## src/core/bct_pkg.sv

```systemverilog
// shared constants and types for the bus cycle termination block
package bct_pkg;

  // default widths of the carried bus cycle
  localparam int ADDR_W_DEF = 24;
  localparam int DATA_W_DEF = 16;
  localparam int FC_W_DEF = 3;

  // exception vector numbers reported with a trap
  localparam int VEC_W = 8;
  localparam logic [VEC_W-1:0] VEC_BUS_FAULT = 8'h02;
  localparam logic [VEC_W-1:0] VEC_ILLEGAL = 8'h00;

  // synchroniser depth for the three pins
  localparam int SYNC_STAGES = 2;
  localparam int TERM_PINS = 3;

  // bit positions of the pins inside the synchroniser vector
  localparam int PIN_ACK = 0;
  localparam int PIN_FAULT = 1;
  localparam int PIN_STOP = 2;

  // reset value of the synchronised pins: all negated
  localparam logic [TERM_PINS-1:0] PINS_RST = 3'h7;

  // how a bus cycle finished
  typedef enum logic [2:0] {
    TERM_NONE,
    TERM_NORMAL,
    TERM_HALT,
    TERM_FAULT,
    TERM_RETRY,
    TERM_ILLEGAL
  } term_e;

endpackage

```

## src/core/term_sync_if.sv

```systemverilog
// synchronised termination pins passed from the synchroniser to the sequencer
`timescale 1ns/100ps
`default_nettype none
interface term_sync_if;
  logic ack_n;
  logic fault_n;
  logic stop_n;

  // synchroniser drives, sequencer reads
  modport src (output ack_n, output fault_n, output stop_n);
  modport dst (input ack_n, input fault_n, input stop_n);
endinterface
`default_nettype wire

```

## src/core/bus_cycle_termination.sv

```systemverilog
// bus cycle sequencer deciding normal, halt, bus fault or illegal-release endings and retries
// How it works
// - sample at even state N and N+2
// - acknowledge alone ends cycle normally
// - stop with acknowledge: finish, then halt
// - fault without stop aborts into fault trap
// - late fault traps only in late variant
// - fault with stop terminates, retries later
// - late fault plus stop retries, late variant
// - ordered release after retry reruns cycle
// - wrong release order traps vector zero
// - late released acknowledge lengthens next cycle
// - fault still held faults next cycle
// - retry floats bus, repeats identical cycle
// - fault trap uses exception entry two
// - read-modify-write never retried, fault with stop faults
`timescale 1ns/100ps
`default_nettype none
module bus_cycle_termination
  import bct_pkg::*;
#(
  parameter bit LATE_ERR = 1'b0,
  parameter int ADDR_W = ADDR_W_DEF,
  parameter int DATA_W = DATA_W_DEF,
  parameter int FC_W = FC_W_DEF
)
(
  // clock and reset
  input wire logic sys_clk_i,
  input wire logic rst_i,
  // cycle request from the core
  input wire logic cyc_req_i,
  input wire logic cyc_rmw_i,
  input wire logic cyc_write_i,
  input wire logic [FC_W-1:0] cyc_fc_i,
  input wire logic [ADDR_W-1:0] cyc_addr_i,
  input wire logic [DATA_W-1:0] cyc_wdata_i,
  output logic cyc_ready_o,
  // termination pins, active low
  input wire logic transfer_ack_n_i,
  input wire logic bus_fault_n_i,
  input wire logic stop_req_n_i,
  // bus drive
  output logic addr_strobe_n_o,
  output logic bus_oe_o,
  output logic write_o,
  output logic [FC_W-1:0] fc_o,
  output logic [ADDR_W-1:0] addr_o,
  output logic [DATA_W-1:0] wdata_o,
  // outcome towards the core
  output logic done_o,
  output var bct_pkg::term_e term_o,
  output logic trap_o,
  output logic [VEC_W-1:0] trap_vec_o,
  output logic halted_o,
  output logic retrying_o
);

  typedef enum logic [2:0] {
    ST_IDLE,
    ST_ADDR,
    ST_WAIT,
    ST_LATE,
    ST_END,
    ST_HALT,
    ST_FLOAT_FAULT,
    ST_FLOAT_RETRY
  } state_e;

  state_e state_r;
  state_e state_nxt;
  term_e end_kind_r;
  term_e end_kind_nxt;
  logic rmw_r;
  logic ack_armed_r;
  logic fault_gone_r;
  logic finish;
  term_e finish_kind;
  logic ack;
  logic fault;
  logic stop;

  term_sync_if pins ();

  // pins arrive from outside the clock domain; input changes on rising edges
  term_pin_sync u_sync (
    .sys_clk_i(sys_clk_i),
    .rst_i(rst_i),
    .transfer_ack_n_i(transfer_ack_n_i),
    .bus_fault_n_i(bus_fault_n_i),
    .stop_req_n_i(stop_req_n_i),
    .sync_o(pins)
  );

  // active-high views of the synchronised pins
  assign fault = ~pins.fault_n;
  assign stop = ~pins.stop_n;
  assign ack = ~pins.ack_n & ack_armed_r; // stale acknowledge waits out

  // acknowledge counts only after it was once seen negated
  always_ff @(posedge sys_clk_i or posedge rst_i)
  begin
    if (rst_i)
      ack_armed_r <= 1'b0;
    else if (state_r == ST_END)
      ack_armed_r <= 1'b0;
    else if (pins.ack_n)
      ack_armed_r <= 1'b1; // slow release stretches the next wait
  end

  // next-state decision, one sample per clock, each clock an even state
  always_comb
  begin
    state_nxt = state_r;
    end_kind_nxt = end_kind_r;
    finish = 1'b0;
    finish_kind = TERM_NONE;
    unique case (state_r)
      ST_IDLE:
      begin
        if (stop)
          state_nxt = ST_HALT; // stop between cycles holds the bus idle
        else if (cyc_req_i)
          state_nxt = ST_ADDR;
      end
      ST_ADDR:
        state_nxt = ST_WAIT;
      ST_WAIT:
      begin
        // sampling at state N
        if (fault && stop && !rmw_r)
          state_nxt = ST_FLOAT_RETRY; // fault plus stop asks for a retry
        else if (fault)
          state_nxt = ST_FLOAT_FAULT; // abort whatever the acknowledge does
        else if (ack)
        begin
          end_kind_nxt = stop ? TERM_HALT : TERM_NORMAL;
          state_nxt = LATE_ERR ? ST_LATE : ST_END; // late look only if enabled
        end
      end
      ST_LATE:
      begin
        // second look at state N+2
        if (fault && stop && !rmw_r)
          state_nxt = ST_FLOAT_RETRY; // late retry
        else if (fault)
          state_nxt = ST_FLOAT_FAULT; // late bus fault
        else
        begin
          if (stop)
            end_kind_nxt = TERM_HALT;
          state_nxt = ST_END;
        end
      end
      ST_END:
      begin
        finish = 1'b1;
        finish_kind = end_kind_r;
        state_nxt = (end_kind_r == TERM_HALT) ? ST_HALT : ST_IDLE;
      end
      ST_HALT:
      begin
        if (!stop)
          state_nxt = ST_IDLE; // resume when stop is released
      end
      ST_FLOAT_FAULT:
      begin
        // trap only once the fault line is released
        if (!fault)
        begin
          finish = 1'b1;
          finish_kind = TERM_FAULT;
          state_nxt = ST_IDLE;
        end
      end
      ST_FLOAT_RETRY:
      begin
        if (!stop)
        begin
          if (fault_gone_r)
            state_nxt = ST_ADDR; // rerun with the held cycle
          else
          begin
            finish = 1'b1;
            finish_kind = TERM_ILLEGAL; // stop dropped first or together
            state_nxt = ST_IDLE;
          end
        end
      end
    endcase
  end

  // sequencer state
  always_ff @(posedge sys_clk_i or posedge rst_i)
  begin
    if (rst_i)
    begin
      state_r <= ST_IDLE;
      end_kind_r <= TERM_NONE;
    end
    else
    begin
      state_r <= state_nxt;
      end_kind_r <= end_kind_nxt;
    end
  end

  // fault released in an earlier clock than stop during a retry wait
  always_ff @(posedge sys_clk_i or posedge rst_i)
  begin
    if (rst_i)
      fault_gone_r <= 1'b0;
    else if (state_r != ST_FLOAT_RETRY)
      fault_gone_r <= 1'b0;
    else if (!fault)
      fault_gone_r <= 1'b1; // stop must outlast fault by a clock
  end

  // cycle attributes captured once, kept for any rerun
  always_ff @(posedge sys_clk_i or posedge rst_i)
  begin
    if (rst_i)
    begin
      rmw_r <= 1'b0;
      write_o <= 1'b0;
      fc_o <= '0;
      addr_o <= '0;
      wdata_o <= '0;
    end
    else if (state_r == ST_IDLE && state_nxt == ST_ADDR)
    begin
      rmw_r <= cyc_rmw_i;
      write_o <= cyc_write_i;
      fc_o <= cyc_fc_i;
      addr_o <= cyc_addr_i;
      wdata_o <= cyc_wdata_i; // identical code, address and data on rerun
    end
  end

  // strobe and bus drive follow the next state
  always_ff @(posedge sys_clk_i or posedge rst_i)
  begin
    if (rst_i)
    begin
      addr_strobe_n_o <= 1'b1;
      bus_oe_o <= 1'b0;
    end
    else
    begin
      addr_strobe_n_o <= !(state_nxt == ST_ADDR || state_nxt == ST_WAIT
                           || state_nxt == ST_LATE);
      // address and data float while faulted, retrying or halted
      bus_oe_o <= (state_nxt == ST_ADDR || state_nxt == ST_WAIT
                   || state_nxt == ST_LATE || state_nxt == ST_END);
    end
  end

  // status levels towards the core
  always_ff @(posedge sys_clk_i or posedge rst_i)
  begin
    if (rst_i)
    begin
      cyc_ready_o <= 1'b0;
      halted_o <= 1'b0;
      retrying_o <= 1'b0;
    end
    else
    begin
      cyc_ready_o <= (state_nxt == ST_IDLE);
      halted_o <= (state_nxt == ST_HALT);
      retrying_o <= (state_nxt == ST_FLOAT_RETRY);
    end
  end

  // one-cycle completion and trap pulses, last outcome held
  always_ff @(posedge sys_clk_i or posedge rst_i)
  begin
    if (rst_i)
    begin
      done_o <= 1'b0;
      trap_o <= 1'b0;
      trap_vec_o <= VEC_ILLEGAL;
      term_o <= TERM_NONE;
    end
    else
    begin
      done_o <= finish;
      trap_o <= finish && (finish_kind == TERM_FAULT || finish_kind == TERM_ILLEGAL);
      if (finish)
      begin
        term_o <= finish_kind;
        if (finish_kind == TERM_FAULT)
          trap_vec_o <= VEC_BUS_FAULT; // fault handler entry
        else if (finish_kind == TERM_ILLEGAL)
          trap_vec_o <= VEC_ILLEGAL;
      end
    end
  end

endmodule
`default_nettype wire

```

## src/core/term_pin_sync.sv

```systemverilog
// two-stage synchroniser for the active-low termination pins
`timescale 1ns/100ps
`default_nettype none
module term_pin_sync
  import bct_pkg::*;
(
  // clock and reset
  input wire logic sys_clk_i,
  input wire logic rst_i,
  // raw pins
  input wire logic transfer_ack_n_i,
  input wire logic bus_fault_n_i,
  input wire logic stop_req_n_i,
  // synchronised levels
  term_sync_if.src sync_o
);

  logic [TERM_PINS-1:0] pins_raw;
  logic [TERM_PINS-1:0] meta_r;
  logic [TERM_PINS-1:0] stable_r;

  assign pins_raw[PIN_ACK] = transfer_ack_n_i;
  assign pins_raw[PIN_FAULT] = bus_fault_n_i;
  assign pins_raw[PIN_STOP] = stop_req_n_i;

  // one two-flop chain per pin; first stage feeds only the second
  for (genvar g = 0; g < TERM_PINS; g++)
  begin : g_sync
    always_ff @(posedge sys_clk_i or posedge rst_i)
    begin
      if (rst_i)
      begin
        meta_r[g] <= PINS_RST[g];
        stable_r[g] <= PINS_RST[g];
      end
      else
      begin
        meta_r[g] <= pins_raw[g];
        stable_r[g] <= meta_r[g];
      end
    end
  end

  assign sync_o.ack_n = stable_r[PIN_ACK];
  assign sync_o.fault_n = stable_r[PIN_FAULT];
  assign sync_o.stop_n = stable_r[PIN_STOP];

endmodule
`default_nettype wire

```

## config.mk

```make
export PLATFORM = sky130hd
export DESIGN_NAME = bus_cycle_termination
export DESIGN_NICKNAME = d
export VERILOG_FILES = /design/src/core/bct_pkg.sv /design/src/core/term_sync_if.sv /design/src/core/bus_cycle_termination.sv /design/src/core/term_pin_sync.sv
export SDC_FILE = /design/constraint.sdc
export NUM_CORES = 1
export LEC_CHECK = 0
export BUFFER_PORTS_ARGS = -buffer_cell sky130_fd_sc_hd__buf_2
export CAP_MARGIN = 20
export CORE_ASPECT_RATIO = 1.4
export CORE_MARGIN = 2
export CORE_UTILIZATION = 35
export CTS_BUF_LIST = sky130_fd_sc_hd__clkbuf_8
export DETAILED_ROUTE_END_ITERATION = 10
export MAX_ROUTING_LAYER = met4
export SLEW_MARGIN = 20
export SYNTH_ARGS = -nofsm -noshare
export SYNTH_HDL_FRONTEND = slang
export SYNTH_SLANG_ARGS = --single-unit
```

## constraint.sdc

```tcl
create_clock -name sys_clk_i -period 2.7 [get_ports sys_clk_i]
set_input_delay 0.81 -clock sys_clk_i [delete_from_list [all_inputs] [get_ports sys_clk_i]]
set_output_delay 0.81 -clock sys_clk_i [all_outputs]
set_load 0.05 [all_outputs]
```

# After elaboration in Yosys (flattened, before gate mapping)

Index checks and enable logic that the tools add are counted.

Shifts and indexed selects: 0
Reductions and logical operators: 18
$add $sub $neg: 0
Muxes and demuxes: 35
Div/mod/pow operators: 0
Equal/unequal tests: 23
$mul: 0
Bitwise operators: 4
Order comparisons: 0

Operators with widths:

| operator                                               | number |
|---|---|
| 2-to-1 mux 3 bit                                       | 17 |
| == test 3 bit (second input constant)                  | 8 |
| one-hot mux 3 bit (8 select lines)                     | 1 |
| == test 3 x 2 -> 1 bit (second input constant)         | 6 |
| 2-to-1 mux 8 bit                                       | 2 |
| one-hot mux 3 bit (3 select lines)                     | 1 |
| 2-to-1 mux 1 bit                                       | 8 |
| 2-to-1 mux 2 bit                                       | 4 |
| inequality test 2 bit (second input constant)          | 4 |
| nonzero test 2 bit                                     | 4 |
| AND reduction 7 bit                                    | 1 |
| == test 3 x 1 -> 1 bit (second input constant)         | 2 |
| logical NOT 3 bit                                      | 2 |
| one-hot mux 3 bit (2 select lines)                     | 1 |
| logical AND 1 bit                                      | 4 |
| logical OR 1 bit                                       | 4 |
| inequality test 2 x 1 -> 1 bit (second input constant) | 2 |
| inequality test 3 bit (second input constant)          | 1 |
| NOT 1 bit                                              | 3 |
| one-hot mux 1 bit (3 select lines)                     | 1 |
| logical NOT 1 bit                                      | 2 |
| AND reduction 2 bit                                    | 1 |
| AND 1 bit                                              | 1 |

Output and inout bits: 62
ROM bits: 0
Memory bits (writable): 0
Memories: 0
Latch bits: 0
Logic and storage cells: 104
Register bits after elaboration: 77
Input port bits: 51

# Logic depth before layout (Yosys ltp)

Depth after elaboration: 10
Mapped depth: 5
Depth with buffers taken out: 4

# Modules after synthesis

Synthesis repeated with hierarchy kept, for this count alone.

Cells, all modules: 197
Area total of the unflattened synthesis: 2771.4 um2

Modules (own cells, without submodules):

| module                | instances | cells an instance | seq. area each (um2) | area each (um2) |
|---|---|---|---|---|
| bus_cycle_termination | 1         | 190               | 1577.8               | 2610.0 |
| term_pin_sync         | 1         | 7                 | 157.7                | 161.4 |

# Worst setup path before layout

OpenSTA, ideal clock, no wires.

Path type: input port to flip-flop
Start point: input cyc_req_i
End point: register addr_o[0]
Buffers on the path: 1
Path slack: 1184 ps
Data arrival time: 1391 ps
Data required time: 2575 ps
Cell stages on the path: 3
Setup time: 125 ps
Cell sequence: nand3_4 > buf_6 > mux2_4

Word-level cells in the longest chain between the ends: 5

RTL lines:

| item                               | RTL line                     | source |
|---|---|---|
| from (decl)                        | bus_cycle_termination.sv:32  | `input wire logic cyc_req_i,` |
| 2-to-1 mux 3 bit                   | bus_cycle_termination.sv:123 | `else if (cyc_req_i)` |
| 2-to-1 mux 3 bit                   | bus_cycle_termination.sv:121 | `if (stop)` |
| one-hot mux 3 bit (8 select lines) | bus_cycle_termination.sv:118 | `unique case (state_r)` |
| == test 3 x 1 -> 1 bit             | bus_cycle_termination.sv:230 | `else if (state_r == ST_IDLE && state_nxt == ST_ADDR)` |
| logical AND 1 bit                  | bus_cycle_termination.sv:230 |  |
| to (signal assigned)               | bus_cycle_termination.sv:235 | `addr_o <= cyc_addr_i;` |
| to (decl)                          | bus_cycle_termination.sv:48  | `output logic [ADDR_W-1:0] addr_o,` |

Every way passes these cells.
A chain may end at the register's enable or synchronous reset.

# Final worst setup path

Start point: register state_r[0]
End point: register addr_o[8]

Word-level cells in the longest chain between the ends: 6
Elaborated cells between the ends (all ways): 19
Classes of those cells: eq/ne: 8; mux: 9; reduce/logical: 2

RTL lines:

| item                               | RTL line                     | source |
|---|---|---|
| from (decl)                        | bus_cycle_termination.sv:70  | `state_e state_r;` |
| from (signal assigned)             | bus_cycle_termination.sv:203 | `state_r <= state_nxt;` |
| 2-to-1 mux 3 bit                   | bus_cycle_termination.sv:135 | `else if (ack)` |
| 2-to-1 mux 3 bit                   | bus_cycle_termination.sv:133 | `else if (fault)` |
| 2-to-1 mux 3 bit                   | bus_cycle_termination.sv:131 | `if (fault && stop && !rmw_r)` |
| one-hot mux 3 bit (8 select lines) | bus_cycle_termination.sv:118 |  |
| == test 3 x 1 -> 1 bit             | bus_cycle_termination.sv:230 |  |
| logical AND 1 bit (*)              | bus_cycle_termination.sv:230 |  |

Every way passes the cells marked *; elsewhere a longest branch is shown, timed or not.

==> impl_metrics.py <==
metrics = {
    "outcome": {
        "run_status": "finished, final reports clean",
    },
    "final_layout": {
        "area_growth_pct": 26.1,
        "drive_gt1_share_pct": 59.0,
        "register_area_um2": 1740,
        "antenna_cells": 0,
        "multi_input_area_um2": 1070,
        "nets": 358,
        "fillCellCount": 752,
    },
    "clock_network": {
        "clk_pin_slew_ps": 80,
        "h-tree-depth": 3,
        "cts_hold_buf": 0,
        "cts.sinks": 69,
        "clk_path_buf_depth": 2,
        "postCtsSetupRepairBufs": 0,
        "clk_latency_ps": 340,
        "cts-root-buf": "clkbuf_8",
        "cts_resized": 0,
        "cts_tree": "done",
        "cts_buffers": 9,
    },
    "sta": {
        "setup_violations": 0,
        "finalClockSkew_ps": 10.3,
        "max_freq_mhz": 511,
        "hold_violations": 0,
        "fin_setup_tns_ps": 0,
        "fin_crit_ps": 1960,
        "grt_setup_unrepaired": "no",
        "timing.slew.headroom_pct": 66.3,
        "drv_slew": 0,
        "tightest_slew_ps": 505,
        "fin_crit_sh_pct": 72.5,
    },
    "yosys": {
        "synth_edf_count": 0,
        "netlist_instances": 195,
        "syn_area_um2": 2930,
        "synth-seq-area-share_pct": 59.2,
        "synthArstFlopShare_pct": 100,
        "yosys_warnings": 0,
        "syn_area_per_cell_um2": 15.0,
        "synth_seq_cells": 69,
        "synth_cell_types": 39,
        "synthFlopType": "dfrtp_1",
    },
    "critical_path": {
        "ff2ff_path_depth": 4,
        "arrival_ps": 2190,
        "crit_fanout": 23,
        "critPathCaptureType": "flop",
        "critPathKind": "reg -> reg",
        "r2r_setup_slack_ps": 740,
        "crit_required_ps": 2930,
        "crit_family": "simple AND/OR/NAND/NOR gates",
        "startpoint": "state_r[0]$_DFF_PP0_",
        "worstPathBufferInverterCount": 1,
        "r2r-end": "addr_o[8]$_DFFE_PP0P_",
        "crit_chain": "nor2_2 -> nand3_4 -> buf_12 -> mux2_4",
        "cp.depth": 4,
        "slowest_stage": "dfrtp_1",
        "cp-endpoint": "addr_o[8]$_DFFE_PP0P_",
        "r2r-start": "state_r[0]$_DFF_PP0_",
        "cp-start-kind": "flop",
        "critical_path.max_stage_delay_ps": 560,
    },
    "job": {
        "maxCapViolations": 0,
    },
    "global_route": {
        "grt_max_degree": 40,
        "gr-max-usage-layer": "met2",
        "met3_usage_pct": 2.17,
        "gr-total-overflow": 0,
        "grt_use_total_pct": 14.2,
        "grt_pass1_wl_mm": 9.39,
        "antenna_found_initial": 0,
        "grtUsageMet1_pct": 17.5,
        "grt_pass1_vias": 1871,
        "met2_usage_pct": 21.0,
    },
    "route": {
        "routed_wl_mm": 5.75,
        "ant_nets": 0,
        "wl_per_cell_um": 13.9,
        "drt_first_iter_violations": 70,
        "drc": 0,
        "viasPerCell": 4.65,
        "drtPass1Iterations": 4,
        "num_vias": 1925,
    },
    "hold_path": {
        "min_path_type": "reg -> reg",
        "min_path_cells": 0,
    },
    "die": {
        "core-area_um2": 8150,
        "num_rows": 39,
        "die_h_um": 112,
        "die_w_um": 81.3,
        "dieArea_um2": 9130,
        "initial_core_util_pct": 35.9,
        "io_pins": 113,
    },
    "placement": {
        "place_hpwl_mm": 4.14,
        "io_buffers": 105,
        "gp_routability_congestion": 0.821,
    },
}
==> layer usage <==
| metal | share of wire (%) | vias up |
|---|---|---|
| met5 | 0 | - |
| li1 | - | 900 |
| met4 | 2.0 | 0 |
| met1 | 42 | 946 |
| met2 | 52 | 70 |
| met3 | 4.5 | 9 |
==> cell usage in the layout (no fill, tap or decap), types with 2 or more instances in the layout <==
master / Yosys / layout
buf_4: 7 / 3
dfrtp_1: 62 / 62
nand3_1: 2 / 2
mux2_2: 6 / 6
nor2b_1: 2 / 2
mux2_4: 40 / 40
a21o_1: 3 / 3
nand2_1: 5 / 5
inv_1: 7 / 8
dfstp_2: 7 / 7
and3_1: 2 / 2
buf_2: 3 / 105
o211ai_1: 3 / 3
clkinv_2: 0 / 4
conb_1: 1 / 7
nor2_1: 6 / 6
inv_2: 1 / 2
o22ai_1: 3 / 3
clkbuf_8: 0 / 9
a31oi_1: 2 / 2
a21oi_1: 6 / 6
nand2b_1: 4 / 4
o22a_1: 2 / 2
==> sequential cells by signal, indices dropped and copies added (netlist names), 2 cells and up <==
name / count
fc_o: 3
addr_o: 24
state_r: 3
wdata_o: 16
term_o: 3
end_kind_r: 2
u_sync.meta_r: 3
==> kinds of logic (layout without fill, tap and decap cells) <==
family	after synthesis	after routing	synth area share, %
other	1	7	0.128
AO/OA/AOI/OAI	32	32	8.16
AND/OR/NAND/NOR	25	25	4.78
flip-flops	69	69	59.2
multiplexers	46	46	22.8
buffers and inverters	22	133	4.87
==> worst register-to-register path, cell delays in order, from the launching register on <==
cell and delay [ps]:
dfrtp_1 560, nor2_2 330, nand3_4 330, buf_12 310, mux2_4 320
==> area by class of cell <==
| type | count | share of cell area (%) |
|---|---|---|
| Clock buffer | 9 | 3.35 |
| Clock inverter | 7 | 0.982 |
| Inverter | 8 | 0.813 |
| Multi-Input combinational cell | 110 | 29.1 |
| Sequential cell | 69 | 47.0 |
| Tap cell | 102 | 3.45 |
| Timing Repair Buffer | 109 | 15.4 |
==> stage by stage <==
step | instances | util, % | instance area, um^2 | hold WS, ps | setup WS, ps
floorplan | 201 | - | 2950 | 345 | 162
global placement | 398 | 43.4 | 3530 | 347 | 742
detailed placement | 398 | 43.4 | 3530 | 347 | 729
CTS | 414 | 45.3 | 3690 | 358 | 725
global route | 414 | 45.3 | 3690 | 360 | 620
finish | 414 | 45.3 | 3690 | 358 | 743
==> worst min-delay path by stage <==
stage / endpoint / startpoint
after floorplan: u_sync.sync_o.ack_n$_DFF_PP1_ / u_sync.meta_r[0]$_DFF_PP1_
after global routing: u_sync.sync_o.stop_n$_DFF_PP1_ / u_sync.meta_r[2]$_DFF_PP1_
final: u_sync.sync_o.stop_n$_DFF_PP1_ / u_sync.meta_r[2]$_DFF_PP1_
after detailed placement: u_sync.sync_o.stop_n$_DFF_PP1_ / u_sync.meta_r[2]$_DFF_PP1_
after CTS: u_sync.sync_o.stop_n$_DFF_PP1_ / u_sync.meta_r[2]$_DFF_PP1_
after global placement: u_sync.sync_o.ack_n$_DFF_PP1_ / u_sync.meta_r[0]$_DFF_PP1_
==> synthesized netlist by cell type, drive strengths merged, types with 2 or more instances <==
master	instances	share of area, %
a21o	3	0.77
inv	8	1.0
dfstp	7	6.3
o211ai	3	0.77
nor2b	2	0.43
and3	2	0.43
o22ai	3	0.64
nand2	5	0.64
nor2	7	0.98
nand3	3	0.94
dfrtp	62	53
mux2	46	23
a21oi	6	1.0
a31oi	2	0.43
o22a	2	0.60
nand2b	4	0.85
buf	14	3.8
Power is not shown: default switching activity piles up to over one toggle a cycle in this logic, so the estimate is an artifact.
